<file path="src/vbuf_ctrl_pkg.sv">
// Package: pin bundles, command codes and timing constants for the video buffer controller
package vbuf_ctrl_pkg;
  localparam int unsigned CLK_MHZ        = 25;
  localparam int unsigned REFRESH_MS     = 4;
  localparam int unsigned ROW_COUNT      = 256;
  localparam int unsigned ADDR_W         = 8;
  localparam int unsigned DATA_W         = 4;
  // Refresh period split evenly over all rows, rounded down so no row is late
  localparam int unsigned REFRESH_CYCLES = (REFRESH_MS * 1000 * CLK_MHZ) / ROW_COUNT;
  localparam int unsigned REFRESH_CNT_W  = 16;
  // Strobe phase lengths in clock cycles (each at least one 40 ns cycle)
  localparam int unsigned RAS_PRE_NS     = 120;
  localparam int unsigned RAS_PRE_CYC    = (RAS_PRE_NS * CLK_MHZ + 999) / 1000;
  localparam int unsigned PHASE_CYC      = 2;
  localparam int unsigned ACCESS_NS      = 160;
  localparam int unsigned ACCESS_CYC     = (ACCESS_NS * CLK_MHZ + 999) / 1000;
  localparam int unsigned TIMER_W        = 4;
  localparam logic [3:0]  ALL_BITS       = 4'hF;

  typedef enum logic [1:0] {
    CMD_READ     = 2'b00,
    CMD_WRITE    = 2'b01,
    CMD_TRANSFER = 2'b10,
    CMD_REFRESH  = 2'b11
  } cmd_t;

  typedef struct packed {
    cmd_t              cmd;
    logic [ADDR_W-1:0] row;
    logic [ADDR_W-1:0] col;
    logic [DATA_W-1:0] wdata;
    logic [DATA_W-1:0] mask;    // 1 = write this bit
    logic              use_mask;
    logic              cbr;     // refresh by internal counter instead of row
  } req_t;

  typedef struct packed {
    logic              ras_n;
    logic              cas_n;
    logic              transfer_or_output_enable_n;
    logic              bitmask_or_write_enable_n;
    logic [ADDR_W-1:0] muxed_address;
    logic [DATA_W-1:0] mask_or_data_io_out;
    logic [DATA_W-1:0] mask_or_data_io_oe;
  } pins_t;
endpackage : vbuf_ctrl_pkg

</file>
<file path="src/vbuf_ctrl.sv">
// Host-side controller driving a dual-port video buffer through its strobe pins
//
// Notes on behaviour
// RL1: Device offers 64K x 4 random port and 256 x 4 serial port.
// RL2: Write cycles may mask individual data bits; masked bits keep old value.
// RL3: Random and serial ports run independently except during row transfer.
// RL4: Serial keeps old data during transfer; switches at transfer clocking edge.
// RL5: Controller cycles all 256 rows within every 4 ms.
// RL6: Column strobe before row strobe refreshes from device internal counter.
// RL7: Hidden refresh keeps read data driven under column strobe control.
// RL8: Transferring a row into the data register also refreshes it.
// RL9: Device latches address and write data; read data is unlatched.
// RL10: Rising transfer/output-enable edge commits row transfer and serial start.
// RL11: Transfer cycle has random cycle timing and starts at row strobe.
// RL12: Transfer row address picks row; column address picks serial start.
// RL13: Transfers accepted whether serial port shifts or idles.
// RL14: Each serial clock pulse presents next 4 bits, gated by serial enable.
// RL15: Serial outputs of several devices may share lines when one is enabled.
// RL16: Write mask shares data pins; controller drives it at row strobe.
// RL17: Array is 256 rows by 1024 columns, 16-bit cell address.
// RL18: Row address latched by row strobe, then column by column strobe.
// RL19: Controller holds each address stable by its latching strobe edge.
// RL20: Row strobe senses and restores the whole 1024-cell row.
// RL21: Column strobe selects column decoder and data buffers.
// RL22: Read, early write, late write, RMW, row-only refresh, page cycles.
// RL23: Low transfer pin at row strobe fall selects transfer cycle.
// RL24: Mask bits low at row strobe fall inhibit writing those bits.
// RL25: Column strobe low at row fall refreshes internal counter row.
// RL26: Device internal refresh counter is 8 bits and wraps.
`timescale 1ns/1ps
module vbuf_ctrl #(
  parameter int unsigned REFRESH_PERIOD = vbuf_ctrl_pkg::REFRESH_CYCLES
) (
  input  wire logic                                    i_clk,
  input  wire logic                                    i_rst_n,
  input  wire logic                                    i_ce,
  input  wire logic                                    i_req_valid,
  input  wire vbuf_ctrl_pkg::req_t                     i_req,
  output logic                                         o_req_ready,
  output logic                                         o_rdata_valid,
  output logic [vbuf_ctrl_pkg::DATA_W-1:0]             o_rdata,
  input  wire logic [vbuf_ctrl_pkg::DATA_W-1:0]        i_mask_or_data_io,
  output vbuf_ctrl_pkg::pins_t                         o_pins,
  input  wire logic                                    i_serial_step,
  input  wire logic                                    i_serial_enable,
  output logic                                         o_serial_shift_clock,
  output logic                                         o_serial_out_enable_n
);
  import vbuf_ctrl_pkg::*;

  typedef enum logic [2:0] {
    ST_IDLE   = 3'b000,
    ST_ROW    = 3'b001,
    ST_RAS    = 3'b010,
    ST_COL    = 3'b011,
    ST_CAS    = 3'b100,
    ST_END    = 3'b101,
    ST_PRE    = 3'b110
  } state_t;

  state_t             state;
  state_t             next_state;
  req_t               cur;
  req_t               next_cur;
  pins_t              next_pins;
  logic [TIMER_W-1:0] timer;
  logic [TIMER_W-1:0] next_timer;
  logic [DATA_W-1:0]  next_rdata;
  logic               next_rdata_valid;
  logic               next_shift;
  logic               refresh_due;
  logic               refresh_taken;
  logic [DATA_W-1:0]  io_agreed;
  logic [DATA_W-1:0]  next_io_agreed;
  logic [DATA_W-1:0]  io_s1;
  logic [DATA_W-1:0]  io_s2;
  logic [DATA_W-1:0]  io_s3;

  // Refresh pacing: one row each slot keeps all rows inside the window
  vbuf_refresh_timer #(
    .PERIOD  (REFRESH_PERIOD)
  ) u_refresh (
    .i_clk   (i_clk),
    .i_rst_n (i_rst_n),
    .i_ce    (i_ce),
    .i_taken (refresh_taken),
    .o_due   (refresh_due)
  ); // [RL5]

  // Refresh wins over user requests so a busy host cannot starve the array
  assign o_req_ready   = (state == ST_IDLE) && !refresh_due;
  assign refresh_taken = (state == ST_IDLE) && refresh_due;

  always_comb begin
    next_state       = state;
    next_cur         = cur;
    next_pins        = o_pins;
    next_timer       = (timer == '0) ? timer : timer - 1'b1;
    next_rdata       = o_rdata;
    next_rdata_valid = 1'b0;
    case (state)
      ST_IDLE: begin
        next_pins.mask_or_data_io_oe = '0;
        if (refresh_due) begin
          next_cur          = '0;
          next_cur.cmd      = CMD_REFRESH;
          next_cur.cbr      = 1'b1;
          next_state        = ST_ROW;
        end else if (i_req_valid) begin
          next_cur   = i_req;
          next_state = ST_ROW;
        end
      end
      ST_ROW: begin
        // Address and mode pins settle a full cycle before the row strobe
        next_pins.muxed_address               = cur.row; // [RL18] [RL19] [RL12]
        next_pins.transfer_or_output_enable_n = (cur.cmd != CMD_TRANSFER); // [RL23]
        next_pins.bitmask_or_write_enable_n   = !(cur.cmd == CMD_WRITE && cur.use_mask);
        next_pins.mask_or_data_io_out         = cur.mask; // [RL16] [RL24]
        next_pins.mask_or_data_io_oe          = (cur.cmd == CMD_WRITE && cur.use_mask) ? ALL_BITS : '0;
        // Counter refresh: column strobe goes low before the row strobe
        next_pins.cas_n = !(cur.cmd == CMD_REFRESH && cur.cbr); // [RL6] [RL25]
        next_timer = TIMER_W'(PHASE_CYC);
        next_state = ST_RAS;
      end
      ST_RAS: begin
        next_pins.ras_n = 1'b0; // [RL11] [RL20]
        next_timer      = TIMER_W'(PHASE_CYC);
        next_state      = ST_COL;
      end
      ST_COL: begin
        if (timer == '0) begin
          next_pins.mask_or_data_io_oe        = '0;
          next_pins.bitmask_or_write_enable_n = 1'b1;
          next_pins.muxed_address             = cur.col; // [RL18] [RL12]
          if (cur.cmd == CMD_WRITE) begin
            // Early write: enable low and data on pins before column strobe
            next_pins.bitmask_or_write_enable_n = 1'b0;
            next_pins.mask_or_data_io_out       = cur.wdata;
            next_pins.mask_or_data_io_oe        = ALL_BITS; // [RL2]
          end
          if (cur.cmd == CMD_READ) begin
            next_pins.transfer_or_output_enable_n = 1'b0;
          end
          next_timer = TIMER_W'(PHASE_CYC);
          next_state = (cur.cmd == CMD_REFRESH) ? ST_END : ST_CAS;
        end
      end
      ST_CAS: begin
        if (timer == '0) begin
          next_pins.cas_n = 1'b0; // [RL21]
          next_timer      = TIMER_W'(ACCESS_CYC);
          next_state      = ST_END;
        end
      end
      ST_END: begin
        if (timer == '0) begin
          if (cur.cmd == CMD_READ) begin
            next_rdata       = io_agreed;
            next_rdata_valid = 1'b1;
          end
          // Rising transfer pin commits the row and the serial start
          next_pins.transfer_or_output_enable_n = 1'b1; // [RL10] [RL4] [RL8]
          next_pins.ras_n                       = 1'b1;
          next_pins.cas_n                       = 1'b1;
          next_pins.bitmask_or_write_enable_n   = 1'b1;
          next_pins.mask_or_data_io_oe          = '0;
          next_timer                            = TIMER_W'(RAS_PRE_CYC);
          next_state                            = ST_PRE;
        end
      end
      ST_PRE: begin
        if (timer == '0) begin
          next_state = ST_IDLE;
        end
      end
      default: begin
        next_state = ST_IDLE;
      end
    endcase
  end

  // Serial side runs on its own, untouched by random port cycles
  always_comb begin
    next_shift = i_serial_step && !o_serial_shift_clock; // [RL3] [RL13] [RL14]
  end

  // Data pins come from the device: take a value only once the two late stages agree
  always_comb begin
    next_io_agreed = (io_s2 == io_s3) ? io_s3 : io_agreed;
  end

  always_ff @(posedge i_clk or negedge i_rst_n) begin
    if (!i_rst_n) begin
      state                   <= ST_IDLE;
      cur                     <= '0;
      timer                   <= '0;
      o_rdata                 <= '0;
      o_rdata_valid           <= 1'b0;
      o_pins                  <= '{ras_n: 1'b1, cas_n: 1'b1, transfer_or_output_enable_n: 1'b1,
                                   bitmask_or_write_enable_n: 1'b1, default: '0};
      o_serial_shift_clock    <= 1'b0;
      o_serial_out_enable_n   <= 1'b1;
      io_s1                   <= '0;
      io_s2                   <= '0;
      io_s3                   <= '0;
      io_agreed               <= '0;
    end else if (i_ce) begin
      state                   <= next_state;
      cur                     <= next_cur;
      timer                   <= next_timer;
      o_rdata                 <= next_rdata;
      o_rdata_valid           <= next_rdata_valid;
      o_pins                  <= next_pins;
      o_serial_shift_clock    <= next_shift;
      // Only one device should be enabled onto shared serial lines
      o_serial_out_enable_n   <= !i_serial_enable; // [RL15]
      io_s1                   <= i_mask_or_data_io;
      io_s2                   <= io_s1;
      io_s3                   <= io_s2;
      io_agreed               <= next_io_agreed;
    end
  end
endmodule : vbuf_ctrl

</file>
<file path="src/vbuf_refresh_timer.sv">
// Refresh pacing timer: raises a request every refresh slot, held until taken
`timescale 1ns/1ps
module vbuf_refresh_timer #(
  parameter int unsigned PERIOD = vbuf_ctrl_pkg::REFRESH_CYCLES
) (
  input  wire logic i_clk,
  input  wire logic i_rst_n,
  input  wire logic i_ce,
  input  wire logic i_taken,
  output logic      o_due
);
  import vbuf_ctrl_pkg::*;
  logic [REFRESH_CNT_W-1:0] count;
  logic [REFRESH_CNT_W-1:0] next_count;
  logic                     next_due;

  always_comb begin
    next_count = count;
    next_due   = o_due;
    if (count == REFRESH_CNT_W'(PERIOD - 1)) begin
      next_count = '0;
      next_due   = 1'b1;
    end else begin
      next_count = count + 1'b1;
    end
    // A new slot arriving with the take keeps the request alive
    if (i_taken && !(count == REFRESH_CNT_W'(PERIOD - 1))) begin
      next_due = 1'b0;
    end
  end

  always_ff @(posedge i_clk or negedge i_rst_n) begin
    if (!i_rst_n) begin
      count <= '0;
      o_due <= 1'b0;
    end else if (i_ce) begin
      count <= next_count;
      o_due <= next_due;
    end
  end
endmodule : vbuf_refresh_timer

</file>
<file path="config.mk">
export PLATFORM = sky130hd
export DESIGN_NAME = vbuf_ctrl
export DESIGN_NICKNAME = d
export VERILOG_FILES = /design/src/vbuf_ctrl_pkg.sv /design/src/vbuf_ctrl.sv /design/src/vbuf_refresh_timer.sv
export SDC_FILE = /design/constraint.sdc
export NUM_CORES = 1
export LEC_CHECK = 0
export ABC_CLOCK_PERIOD_IN_PS = 1900
export BUFFER_PORTS_ARGS = -buffer_cell sky130_fd_sc_hd__buf_4
export CORE_MARGIN = 4
export CORE_UTILIZATION = 50
export DETAILED_ROUTE_END_ITERATION = 10
export GPL_TIMING_DRIVEN = 0
export PLACE_DENSITY = 0.77
export SYNTH_ARGS = -nofsm -noshare
export SYNTH_HDL_FRONTEND = slang
export SYNTH_HIERARCHICAL = 1
export SYNTH_SLANG_ARGS = --single-unit
</file>
<file path="constraint.sdc">
create_clock -name i_clk -period 1.9 [get_ports i_clk]
set_input_delay 0.285 -clock i_clk [delete_from_list [all_inputs] [get_ports i_clk]]
set_output_delay 0.285 -clock i_clk [all_outputs]
set_load 0.01 [all_outputs]
</file>
=== Word-level counts from Yosys, hierarchy flattened ===
Index checks and enable logic that the tools add are counted.

* Input port bits: 38
* Output and inout port bits: 28
* Logic and storage cells: 115
* Bits in registers: 95

* Add/subtract/negate cells: 2
* Reductions and logical operators: 35
* Equality and inequality tests: 18
* Muxes and demuxes: 34

{| class="wikitable"
|+ Operator list
! cell !! count
|-
| two-way mux 28 bit || 2
|-
| case mux 4 bit (4 select lines) || 2
|-
| two-way mux 4 bit || 7
|-
| case mux 12 bit (2 select lines) || 1
|-
| case mux 3 bit (7 select lines) || 1
|-
| AND reduction 4 bit || 5
|-
| two-way mux 18 bit || 1
|-
| two-way mux 3 bit || 6
|-
| adder 16 x 1 -> 16 bit, second input constant || 1
|-
| == test 16 x 9 -> 1 bit, second input constant || 1
|-
| two-way mux 16 bit || 1
|-
| inequality test 2 bit, second input constant || 7
|-
| == test 3 bit, second input constant || 3
|-
| two-way mux 1 bit || 9
|-
| AND reduction 3 bit || 3
|-
| two-way mux 8 bit || 1
|-
| nonzero test 2 bit || 4
|-
| == test 3 x 2 -> 1 bit, second input constant || 2
|-
| logical AND 1 bit || 6
|-
| zero test 1 bit || 6
|-
| case mux 2 bit (3 select lines) || 1
|-
| AND reduction 6 bit || 1
|-
| nonzero test 3 bit || 2
|-
| AND reduction 5 bit || 1
|-
| other kinds (14) || 15
|}

=== Depth between registers and ports, before layout ===
Gate-level depths: netlist (run 1).

* Depth in word-level cells: 5
* Depth in mapped cells: 9

=== Hierarchy ===
Netlist (run 1), hierarchy kept.

{| class="wikitable"
|+ Modules (own cells, without submodules)
! module !! times used !! cells each !! area an instance (um^2) !! sequential area each (um^2)
|-
| vbuf_ctrl || 1 || 356 || 3622.2 || 1883.1
|-
| vbuf_refresh_timer || 1 || 79 || 845.8 || 425.4
|}

=== Least setup slack after synthesis (run 1) ===
No wires, ideal clock.

* Kind: reg-to-reg
* From: reg timer[0]
* To: reg timer[0]
* Setup time: 0.083 ns
* Path buffers: 0
* Stages on the path, launching flop included: 10
* Required time: 1.817 ns
* Arrival time: 1.875 ns
* Path slack: -0.058 ns
* Period minus slack after synthesis: 1.958 ns
* Cells stage by stage: dfrtp_1 > inv_1 > ha_1 > nor3b_4 > inv_2 > ha_1 > inv_1 > mux2i_1 > o221a_2 > o22ai_1

* Cells in the longest elaborated chain, start to end: 4

{| class="wikitable"
|+ RTL lines
! item !! line !! source
|-
| from (decl) || vbuf_ctrl.sv:66 || <nowiki>logic [TIMER_W-1:0] timer;</nowiki>
|-
| from (signal assigned) || vbuf_ctrl.sv:211 || <nowiki>timer <= next_timer;</nowiki>
|-
| subtractor 4 x 1 -> 4 bit or zero test 4 bit (tied branches) || vbuf_ctrl.sv:98, vbuf_ctrl.sv:132, vbuf_ctrl.sv:150 ||
|-
| two-way mux 4 bit || vbuf_ctrl.sv:98 || <nowiki>next_timer = (timer == '0) ? timer : timer - 1'b1;</nowiki>
|-
| two-way mux 4 bit, on equally long branches || vbuf_ctrl.sv:157, vbuf_ctrl.sv:132, vbuf_ctrl.sv:150 ||
|-
| case mux 4 bit (4 select lines) * || vbuf_ctrl.sv:101 || <nowiki>case (state)</nowiki>
|}

Mark *: on every way between the ends. The rest lies on a longest branch, timed or not.
A chain may end at the register's enable or synchronous reset.

=== Final worst setup path (run 1) ===
Ends and elaborated chain as after synthesis.

==> results.md, run 1 <==
- Drt via density: 5.467
- Internal: 4.593 mW
- HP Start: i_serial_enable
- FF-to-FF Start: timer[0]$_DFFE_PN0P_
- Fin. Hold Viols: 0
- Die height: 102.5 um
- Post-synth cell types: 59
- Comb pwr share: 38.7%
- Worst slew pin tran: 1.135 ns
- Diodes inserted: 0
- Via Count: 3455
- Reg2reg end: timer[0]$_DFFE_PN0P_
- Clk pwr share: 18.6%
- Hold endpoint: o_serial_out_enable_n$_DFFE_PN1P_
- Cell Rows: 34
- Syn_nets: 478
- Initial antenna violation count: 0
- Sequential share of power: 42.6%
- Post-route setup slack: 0.04336 ns
- Fmax: 0.5386 GHz
- Port-buffer cells: 65
- CTS Hold Bufs: 0
- Hold Crit Depth: 2
- Final setup violation count: 0
- Hold WC Path Type: in2reg
- Register area: 0.002308 mm2
- Max-cap check violation count: 0
- Fin Hold WS: 0.05762 ns
- H-tree lvl count: 3
- Switching power: 2.650 mW
- Syn Inst Count: 435
- Layout net count: 562
- Critical path endpoint category: register
- Tmin final: 1.857 ns
- Post-layout util: 62.28%
- Sw Share: 36.58%
- Max-slew violation count: 0
- GR met3 Demand/Resource: 4.939%
- Pre-Repair DR Iteration Count: 4
- Power density over cell area: 1334 mW/mm2
- Status: complete, no violations
- EDFF count, synth: 0
- Total grt overflow: 0
- ANT nets after route: 0
- Critical path class: reg2reg
- Crit-path max FO: 7
- Starting Density: 51.23%
- Asr flop ratio synth: 100.0%
- Most common flop cell mapped by yosys: dfrtp_1
- WL/cell: 15.34 um
- Final worst-path cycle share: 97.72%
- DP Worst Slack: -0.2491 ns
- Met1 usage: 26.73%
- Fill cell count: 699
- Setup TNS: 0 ns
- Peak supply drop: 0.0008065 V
- Hpwl dp: 6707 um
- Worst-path clk slew: 0.10 ns
- Register area share after synthesis: 51.67%
- Vias in the first global route: 3360
- Multi-input logic area: 0.002026 mm2
- Max_slew headroom: 24.34%
- Die X-Extent: 102.5 um
- Worst R2R Path Depth: 9
- Mapped Area: 0.004468 mm2
- Root Buffer: clkbuf_8
- Yosys reg bits: 92
- Gr busiest metal: met2
- Grt met2 use: 31.03%
- RSZ-0062 raised after global routing: true
- Clk_skew: 0.008389 ns
- YS warnings: 6
- Core area: 0.008721 mm2
- Worst-Skew Late Latency: 0.36 ns
- Clock Sinks: 92
- Die footprint: 0.01051 mm2
- Worst Path Required: 2.14 ns
- TritonCTS buffer count: 9
- Reg2reg setup slack: 0.04 ns
- Layout cell share with drive strength beyond 1: 28.44%
- I/O pin total: 66
- Starting DRT DRC Count: 206
- Arr. time, crit path: 2.09 ns
- Total track usage: 19.43%
- Pleak: 2.567 nW
- Drt drc: 0
- Syn avg cell area: 10.27 um2
- CTS tree: done
- Maximum clock insertion buffer count: 2
- Synth-to-Final Area Change: 21.56%
- Placer congestion estimate: 0.8862
- First-pass GRT wire length: 16120 um
- Largest net degree at the start of global routing: 93
- Final wirelength: 9698 um
- Crit start category: register
cell usage after synthesis (2+ instances only):
cell type	number	share of area [%]
nor2b_1	2	0.28
o21a_1	2	0.34
mux2_1	2	0.50
inv_1	9	0.76
nor3_1	5	0.56
buf_1	4	0.34
nand2_1	81	6.8
nand2b_1	4	0.56
buf_4	3	0.50
a21oi_1	23	2.6
o211ai_1	2	0.34
nand4_1	7	0.98
or4_1	3	0.50
ha_1	5	1.4
dfrtp_1	87	49
mux2_4	2	0.67
a31oi_1	3	0.42
mux2_2	21	5.3
xnor2_1	4	0.78
dfstp_2	5	2.9
clkbuf_1	11	0.92
a22oi_1	3	0.50
nor2_1	18	1.5
xor2_1	13	2.5
nand3b_1	27	4.5
o21ai_0	24	2.7
o22ai_1	2	0.28
buf_2	9	1.0
nor4_1	5	0.70
mux2i_1	12	2.7
or3_1	3	0.42
nand3_1	7	0.78
cells by family (layout without fill, tap and decap cells):
kind of cell,count (synthesis),after routing,synth area share [%]
AO/OA/AOI/OAI,73,73,10.28
XOR/XNOR,17,17,3.332
adder cells (fa/ha/maj),6,6,1.624
buffers and inverters,39,128,3.948
flip-flops,92,92,51.67
multiplexers,37,37,9.157
AND/OR/NAND/NOR,171,171,19.99
critical path: stages (launching register included):
cell and delay, ns:
dfrtp_1 0.41, inv_2 0.08, ha_4 0.13, nor3b_4 0.27
inv_4 0.11, ha_4 0.28, inv_1 0.03, mux2i_1 0.13
o221a_2 0.21, o22ai_1 0.07
sequential cells by signal, indices dropped and copies added, names as in the netlist, 3 cells and up:
name and cells:
cur 28, io_agreed 4, state 3, u_refresh/count 16
io_s1 4, o_rdata 4, io_s2 4, timer 4
o_pins 17, io_s3 4
worst max path at each step:
stage | slack [ns] | depth (start not counted) | start | to
6_report | 0.04 | 9 | timer[0]$_DFFE_PN0P_ | timer[0]$_DFFE_PN0P_
5_1_grt | -0.02 | 9 | timer[0]$_DFFE_PN0P_ | timer[0]$_DFFE_PN0P_
4_1_cts | 0.01 | 8 | timer[1]$_DFFE_PN0P_ | o_pins[5]$_DFFE_PN0P_
3_5_place_dp | -0.25 | 9 | timer[0]$_DFFE_PN0P_ | timer[0]$_DFFE_PN0P_
3_3_place_gp | -0.21 | 9 | timer[0]$_DFFE_PN0P_ | timer[0]$_DFFE_PN0P_
2_1_floorplan | 0.0006 | 9 | timer[0]$_DFFE_PN0P_ | timer[0]$_DFFE_PN0P_
cell usage in the layout (no fill, tap or decap), types with 4 or more instances in the layout:
master	Yosys	layout
mux2i_1	12	12
dfstp_2	5	5
a21oi_1	23	23
nor3_1	5	5
nor2_1	18	18
buf_4	3	81
clkbuf_8	0	9
nor4_1	5	4
nand2b_1	4	4
dfrtp_1	87	87
xor2_1	13	13
nand4_1	7	7
mux2_2	21	21
o21ai_0	24	24
clkbuf_1	11	10
inv_1	9	7
xnor2_1	4	4
nand3_1	7	7
nand2_1	81	81
nand3b_1	27	27
power groups by stage:
stage / combinational [mW] / clock, mW / sequential (mW)
4_1_cts: 2.71 / 1.38 / 3.08
3_3_place_gp: 2.47 / 0 / 3.09
2_1_floorplan: 1.73 / 0 / 3.08
5_1_grt: 3.13 / 1.45 / 3.17
6_report: 2.81 / 1.35 / 3.09
3_5_place_dp: 2.56 / 0 / 3.13
through the flow:
step | std cells | total power, mW | cell area (um2)
final | 632 | 7.243 | 5431
after global routing | 632 | 7.745 | 5431
after CTS | 629 | 7.175 | 5383
after detailed placement | 608 | 5.686 | 5116
after global placement | 608 | 5.563 | 5116
after floorplan | 435 | 4.806 | 4493
final cells by class:
cell class | count | share of cell area, %
flip-flops and latches | 92 | 42.50
clock buffers | 10 | 2.350
repair buffers | 76 | 10.57
inverters | 11 | 0.8063
clock inverters | 6 | 1.313
multi-input cells | 304 | 37.30
plain buffers | 25 | 2.672
well taps | 108 | 2.488
what timing repair did:
| item | CTS | global route |
|---|---|---|
| setup endpoints to repair | 21 | 34 |
| hold endpoints to repair | 0 | 0 |
| resized for setup | 6 | 15 |
| pin swaps | 1 | 1 |
| setup buffers | 6 | 5 |
metal layers:
metal	vias to the layer above	share of wire, %
li1	1691	-
met1	1678	44
met2	78	50
met3	8	4.7
met4	0	1.0
met5	-	0
(Power assumes the default switching activity.)
==> inputs of run 2 (changes only) <==
--- a/config.mk
+++ b/config.mk
@@ -12,6 +12,7 @@
 export DETAILED_ROUTE_END_ITERATION = 10
 export GPL_TIMING_DRIVEN = 0
 export PLACE_DENSITY = 0.77
+export RECOVER_POWER = 25
 export SYNTH_ARGS = -nofsm -noshare
 export SYNTH_HDL_FRONTEND = slang
 export SYNTH_HIERARCHICAL = 1
==> run 2 against run 1 <==
  * Critical path type unchanged
  * Worst setup slack did not move
  * Sequential power about the same
  * Cell area stayed put
==> results.md, run 2 (synthesis gave the netlist of run 1 again) <==
- Status: complete, no violations
- Number of flip-flops in the largest register: 28
- Max-cap check violation count: 0
- Clock Sinks: 92
- Die footprint: 0.01051 mm2
- Hold WC Path Type: in2reg
- Clk_skew: 0.008389 ns
- Drt drc: 0
- Max-slew violation count: 0
- Largest Register: cur
- Critical path endpoint category: register
- Commonest non-fill, non-tap cell in the layout: dfrtp_1
- PnR Total Power: 7.243 mW
- Power density over cell area: 1334 mW/mm2
- Layout cell share with drive strength beyond 1: 28.44%
- Total track usage: 19.43%
- Pleak: 2.567 nW
- Via Count: 3455
- Crit-path max FO: 7
- Layout net count: 562
- Final setup violation count: 0
- Fmax: 0.5386 GHz
- Final worst-path cycle share: 97.72%
- Final wirelength: 9698 um
- DP Worst Slack: -0.2491 ns
- CTS tree: done
- Hpwl dp: 6707 um
- Largest net degree at the start of global routing: 93
- Diodes inserted: 0
- Synth-to-Final Area Change: 21.56%
- Cell Rows: 34
- Critical path class: reg2reg
- Core area: 0.008721 mm2
- Fin. Hold Viols: 0
- Root Buffer: clkbuf_8
- Fill cell count: 699
- Top Registers: cur x28, o_pins x17, u_refresh/count x16
- Reg2reg setup slack: 0.04 ns
- Layout Cells excl Fill: 632
- Maximum clock insertion buffer count: 2
- Max_slew headroom: 17.74%
- Post-route setup slack: 0.04336 ns
- Peak supply drop: 0.0008065 V
- Drt via density: 5.467
- Total grt overflow: 0
- First-pass GRT wire length: 16120 um
- Worst Path Required: 2.14 ns
- H-tree lvl count: 3
- Die height: 102.5 um
- Worst-path clk slew: 0.10 ns
- Tmin final: 1.857 ns
- Worst slew pin tran: 1.234 ns
- Pre-Repair DR Iteration Count: 4
- ANT nets after route: 0
- TritonCTS buffer count: 9
- Crit start category: register
- Port-buffer cells: 65
- Worst-Skew Late Latency: 0.36 ns
- Placed Instances: 608
- Leading cell types in the layout, fill and taps excluded: dfrtp_1 (87), nand2_1 (81), buf_4 (80), nand3b_1 (27), o21ai_0 (24)
- I/O pin total: 66
- WL/cell: 15.34 um
- Starting Density: 51.23%
- Vias in the first global route: 3360
- Arr. time, crit path: 2.09 ns
- Die X-Extent: 102.5 um
- Starting DRT DRC Count: 206
- Post-layout util: 62.28%
- Placer congestion estimate: 0.8862
- Initial antenna violation count: 0
- RSZ-0062 raised after global routing: true
==> run 2: what timing repair did <==
item	4_1_cts	5_1_grt
hold buffers	0	0
endpoints found under the setup margin	21	34
pin swaps	1	1
setup buffers	6	5
resized for setup	6	15
==> run 2: power by group <==
group / internal [mW] / leakage (nW) / switching [mW]
registers: 2.63 / 1.14 / 0.462
clock network: 0.621 / 0.0935 / 0.728
logic: 1.35 / 1.33 / 1.46
==> run 2: worst max-delay path, cell delays in order, from the launching register on <==
cell	delay, ns
dfrtp_1	0.41
inv_2	0.08
ha_4	0.13
nor3b_4	0.27
inv_4	0.11
ha_4	0.28
inv_1	0.03
mux2i_1	0.13
o221a_2	0.21
o22ai_1	0.07
==> run 2: cell type report <==
| type | instances | area, um2 | share of cell area (%) |
|---|---|---|---|
| tap | 108 | 135.1 | 2.488 |
| inverter | 11 | 43.79 | 0.8063 |
| sequential | 92 | 2308 | 42.50 |
| timing repair buffer | 76 | 574.3 | 10.57 |
| multi-input combinational | 304 | 2026 | 37.30 |
| buffer | 25 | 145.1 | 2.672 |
| clock buffer | 10 | 127.6 | 2.350 |
| clock inverter | 6 | 71.32 | 1.313 |
==> run 2: final timing paths <==
kind                       cells past startpoint                                 to                  from
max reg2reg                                    9               timer[0]$_DFFE_PN0P_  timer[0]$_DFFE_PN0P_
min reg2reg                                    2                cur[14]$_DFFE_PN0P_   cur[14]$_DFFE_PN0P_
min in group asynchronous                      1                cur[21]$_DFFE_PN0P_               i_rst_n
max in group asynchronous                      1     u_refresh/count[6]$_DFFE_PN0P_               i_rst_n
min                                            2  o_serial_out_enable_n$_DFFE_PN1P_       i_serial_enable
max                                            9               timer[0]$_DFFE_PN0P_  timer[0]$_DFFE_PN0P_
==> run 2: routing by layer <==
metal | global-route usage (%) | wire, um
met5 | 0 | 0
met4 | 4.844 | 97
met3 | 4.939 | 456
met2 | 31.03 | 4863
met1 | 26.73 | 4280
==> run 2: per-stage QoR <==
| stage | TNS [ns] | area [um2] | hold WS, ns |
|---|---|---|---|
| after floorplan | 0 | 4493 | -0.01059 |
| after global placement | -0.7056 | 5116 | 0.4328 |
| after detailed placement | -0.9353 | 5116 | 0.4476 |
| after CTS | 0 | 5383 | 0.04195 |
| after global routing | -0.02503 | 5431 | 0.05162 |
| final | 0 | 5431 | 0.05762 |
==> inputs of run 3 (changes only) <==
--- a/config.mk
+++ b/config.mk
@@ -5,14 +5,16 @@
 export SDC_FILE = /design/constraint.sdc
 export NUM_CORES = 1
 export LEC_CHECK = 0
-export ABC_CLOCK_PERIOD_IN_PS = 1900
+export ABC_AREA = 1
+export ABC_CLOCK_PERIOD_IN_PS = 1800
 export BUFFER_PORTS_ARGS = -buffer_cell sky130_fd_sc_hd__buf_4
 export CORE_MARGIN = 4
 export CORE_UTILIZATION = 50
 export DETAILED_ROUTE_END_ITERATION = 10
 export GPL_TIMING_DRIVEN = 0
-export PLACE_DENSITY = 0.77
+export PLACE_DENSITY = 0.74
 export RECOVER_POWER = 25
+export SKIP_LAST_GASP = 1
 export SYNTH_ARGS = -nofsm -noshare
 export SYNTH_HDL_FRONTEND = slang
 export SYNTH_HIERARCHICAL = 1
==> constraint.sdc (replaced) <==
create_clock -name i_clk -period 1.8 [get_ports i_clk]
set_input_delay 0.27 -clock i_clk [delete_from_list [all_inputs] [get_ports i_clk]]
set_output_delay 0.27 -clock i_clk [all_outputs]
set_load 0.01 [all_outputs]
==> run 3 against run 2 <==
  * Core utilization down 1.9 points
  * Largest power group is now combinational cells
  * Routed wire length is 4.8% higher
  * Sequential power up 6.8%
  * Flip-flop and latch count is the same
  * Clock power grew 16%
  * Non-clock buffer count decreased by 14
  * Cell area increased by 1.8%
  * Combinational power rose by 19%
  * First-iteration DRC count decreased by 0.97%
  * Worst hold slack improved by 0.0046 ns
==> results.md, run 3 <==
- PnR Total Power: 8.205 mW
- Final worst-path cycle share: 95.21%
- Worst slew pin tran: 1.235 ns
- Drt drc: 0
- Clock Sinks: 92
- Leading cell types in the layout, fill and taps excluded: nand2_1 (148), dfrtp_1 (87), inv_1 (82), buf_4 (67), o21ai_0 (50)
- Critical path class: reg2reg
- Starting DRT DRC Count: 204
- Pleak: 2.859 nW
- Synth top area share: 46.55%
- Most common flop cell mapped by yosys: dfrtp_1
- Initial antenna violation count: 0
- Sw Share: 38.82%
- Root Buffer: clkbuf_8
- Worst path bufs/invs: 2
- Max_slew headroom: 17.65%
- DP Worst Slack: 0.08677 ns
- Commonest non-fill, non-tap cell in the layout: nand2_1
- Commonest cells post-synth: nand2_1 (149), dfrtp_1 (87), inv_1 (81), o21ai_0 (50), nand3_1 (48)
- Clk_skew: 0.01473 ns
- CP delay by family, top: simple AND/OR/NAND/NOR gates
- Fin. Hold Viols: 0
- Layout net count: 691
- Max-cap check violation count: 0
- Worst-path clk slew: 0.09 ns
- Clk pwr share: 19.1%
- Largest Register: cur
- Hold WC Path Type: in2reg
- Post-layout util: 60.41%
- Total track usage: 19.40%
- Syn avg cell area: 8.177 um2
- Tmin final: 1.714 ns
- Crit-path max FO: 11
- H-tree lvl count: 3
- Die height: 104.7 um
- Fill cell count: 778
- Critical path's slowest cell: dfrtp_1
- Multi-input logic area: 0.001871 mm2
- Status: complete, no violations
- Synth area leaders: dfrtp_1 (47%), nand2_1 (12%), inv_1 (6.5%)
- Yosys reg bits: 92
- Number of flip-flops in the largest register: 28
- Total grt overflow: 0
- Crit start category: register
- Critical path's most frequent cell: nand2_1
- Syn Inst Count: 572
- YS warnings: 6
- Peak supply drop: 0.0006550 V
- Layout Cells excl Fill: 763
- Fin Hold WS: 0.06223 ns
- Cell Rows: 35
- Dominant cell type by area after synthesis: dfrtp_1
- Final setup violation count: 0
- Crit-path max cell delay: 0.41 ns
- Maximum clock insertion buffer count: 2
- TritonCTS buffer count: 9
- Asr flop ratio synth: 100.0%
- Post-synth cell types: 40
- Arr. time, crit path: 1.94 ns
- WL/cell: 13.32 um
- Comb pwr share: 40.8%
- Worst-Skew Late Latency: 0.36 ns
- CTS tree: done
- Most frequent cell after synthesis: nand2_1
- Hpwl dp: 7407 um
- Vias in the first global route: 3813
- RSZ-0062 raised after global routing: false
- Critical path endpoint category: register
- First-pass GRT wire length: 17550 um
- ANT nets after route: 0
- Register area share after synthesis: 49.36%
- Power density over cell area: 1484 mW/mm2
- Die footprint: 0.01097 mm2
- Finished Cell Area: 0.005529 mm2
- Placer congestion estimate: 0.9010
- Starting Density: 51.10%
- Via Count: 3889
- Register area: 0.002308 mm2
- Sequential share of power: 40.2%
- Dpl cell area: 0.005304 mm2
- Die X-Extent: 104.7 um
- Top Registers: cur x28, o_pins x17, u_refresh/count x16
- Final wirelength: 10160 um
- Synth-to-Final Area Change: 18.22%
- Setup TNS: 0 ns
- Port-buffer cells: 65
- Internal: 5.020 mW
- Diodes inserted: 0
- Syn_nets: 615
- Max-slew violation count: 0
- Core area: 0.009153 mm2
- EDFF count, synth: 0
- Mapped Area: 0.004677 mm2
- Post-route setup slack: 0.08617 ns
- Pre-Repair DR Iteration Count: 4
- Drt via density: 5.097
- Worst Path Required: 2.03 ns
- I/O pin total: 66
- Worst path cell trace: inv_1, ha_1, nand2_4, nand2_1, nand2_1, inv_1, nand2_1, nand2_1, o21ai_1
- Fmax: 0.5835 GHz
- Placed Instances: 748
- Layout cell share with drive strength beyond 1: 21.47%
- Largest net degree at the start of global routing: 93
- Switching power: 3.185 mW
run 3: kinds of logic after synthesis:
logic type	share of synthesized area (%)
adders and majority gates	1.338
AOI/OAI and AO/OA	11.37
buffers and inverters	10.81
xor gates and xnor gates	0.9363
and+or+nand+nor	26.19
DFF	49.36
run 3: metal layers:
layer	share of wire, %	GRT usage [%]	up-vias
met5	0	0	-
li1	-	-	1951
met3	4.4	2.718	22
met1	46	27.02	1819
met4	2.2	6.935	0
met2	47	31.13	97
run 3: repair_timing:
item	4_1_cts	5_1_grt
resized for setup	0	2
setup buffers	0	0
hold buffers	0	0
setup endpoints to repair	0	12
run 3: layout make-up:
class / instances / share of cell area (%)
flip-flops and latches: 92 / 41.75
multi-input cells: 371 / 33.83
repair buffers: 65 / 8.758
inverters: 87 / 5.952
plain buffers: 22 / 3.168
well taps: 111 / 2.512
clock buffers: 10 / 2.489
clock inverters: 5 / 1.539
run 3: worst paths after layout:
kind                                         from                                end  slack [ns]  cells past startpoint
setup / recovery             timer[0]$_DFFE_PN0P_              o_pins[7]$_DFFE_PN0P_        0.09                      9
hold / removal                    i_serial_enable  o_serial_out_enable_n$_DFFE_PN1P_        0.06                      2
setup reg to reg             timer[0]$_DFFE_PN0P_              o_pins[7]$_DFFE_PN0P_        0.09                      9
hold reg to reg            o_pins[17]$_DFFE_PN1P_             o_pins[17]$_DFFE_PN1P_        0.47                      2
max in group asynchronous                 i_rst_n               timer[3]$_DFFE_PN0P_        0.83                      1
min in group asynchronous                 i_rst_n             o_rdata[2]$_DFFE_PN0P_        0.15                      1
run 3: power groups by stage:
stage / combinational [mW] / clock, mW / sequential [mW]
final: 3.34 / 1.56 / 3.30
after CTS: 3.33 / 1.59 / 3.30
after detailed placement: 3.31 / 0 / 3.33
after global routing: 3.79 / 1.70 / 3.40
after global placement: 3.21 / 0 / 3.30
after floorplan: 2.24 / 0 / 3.31
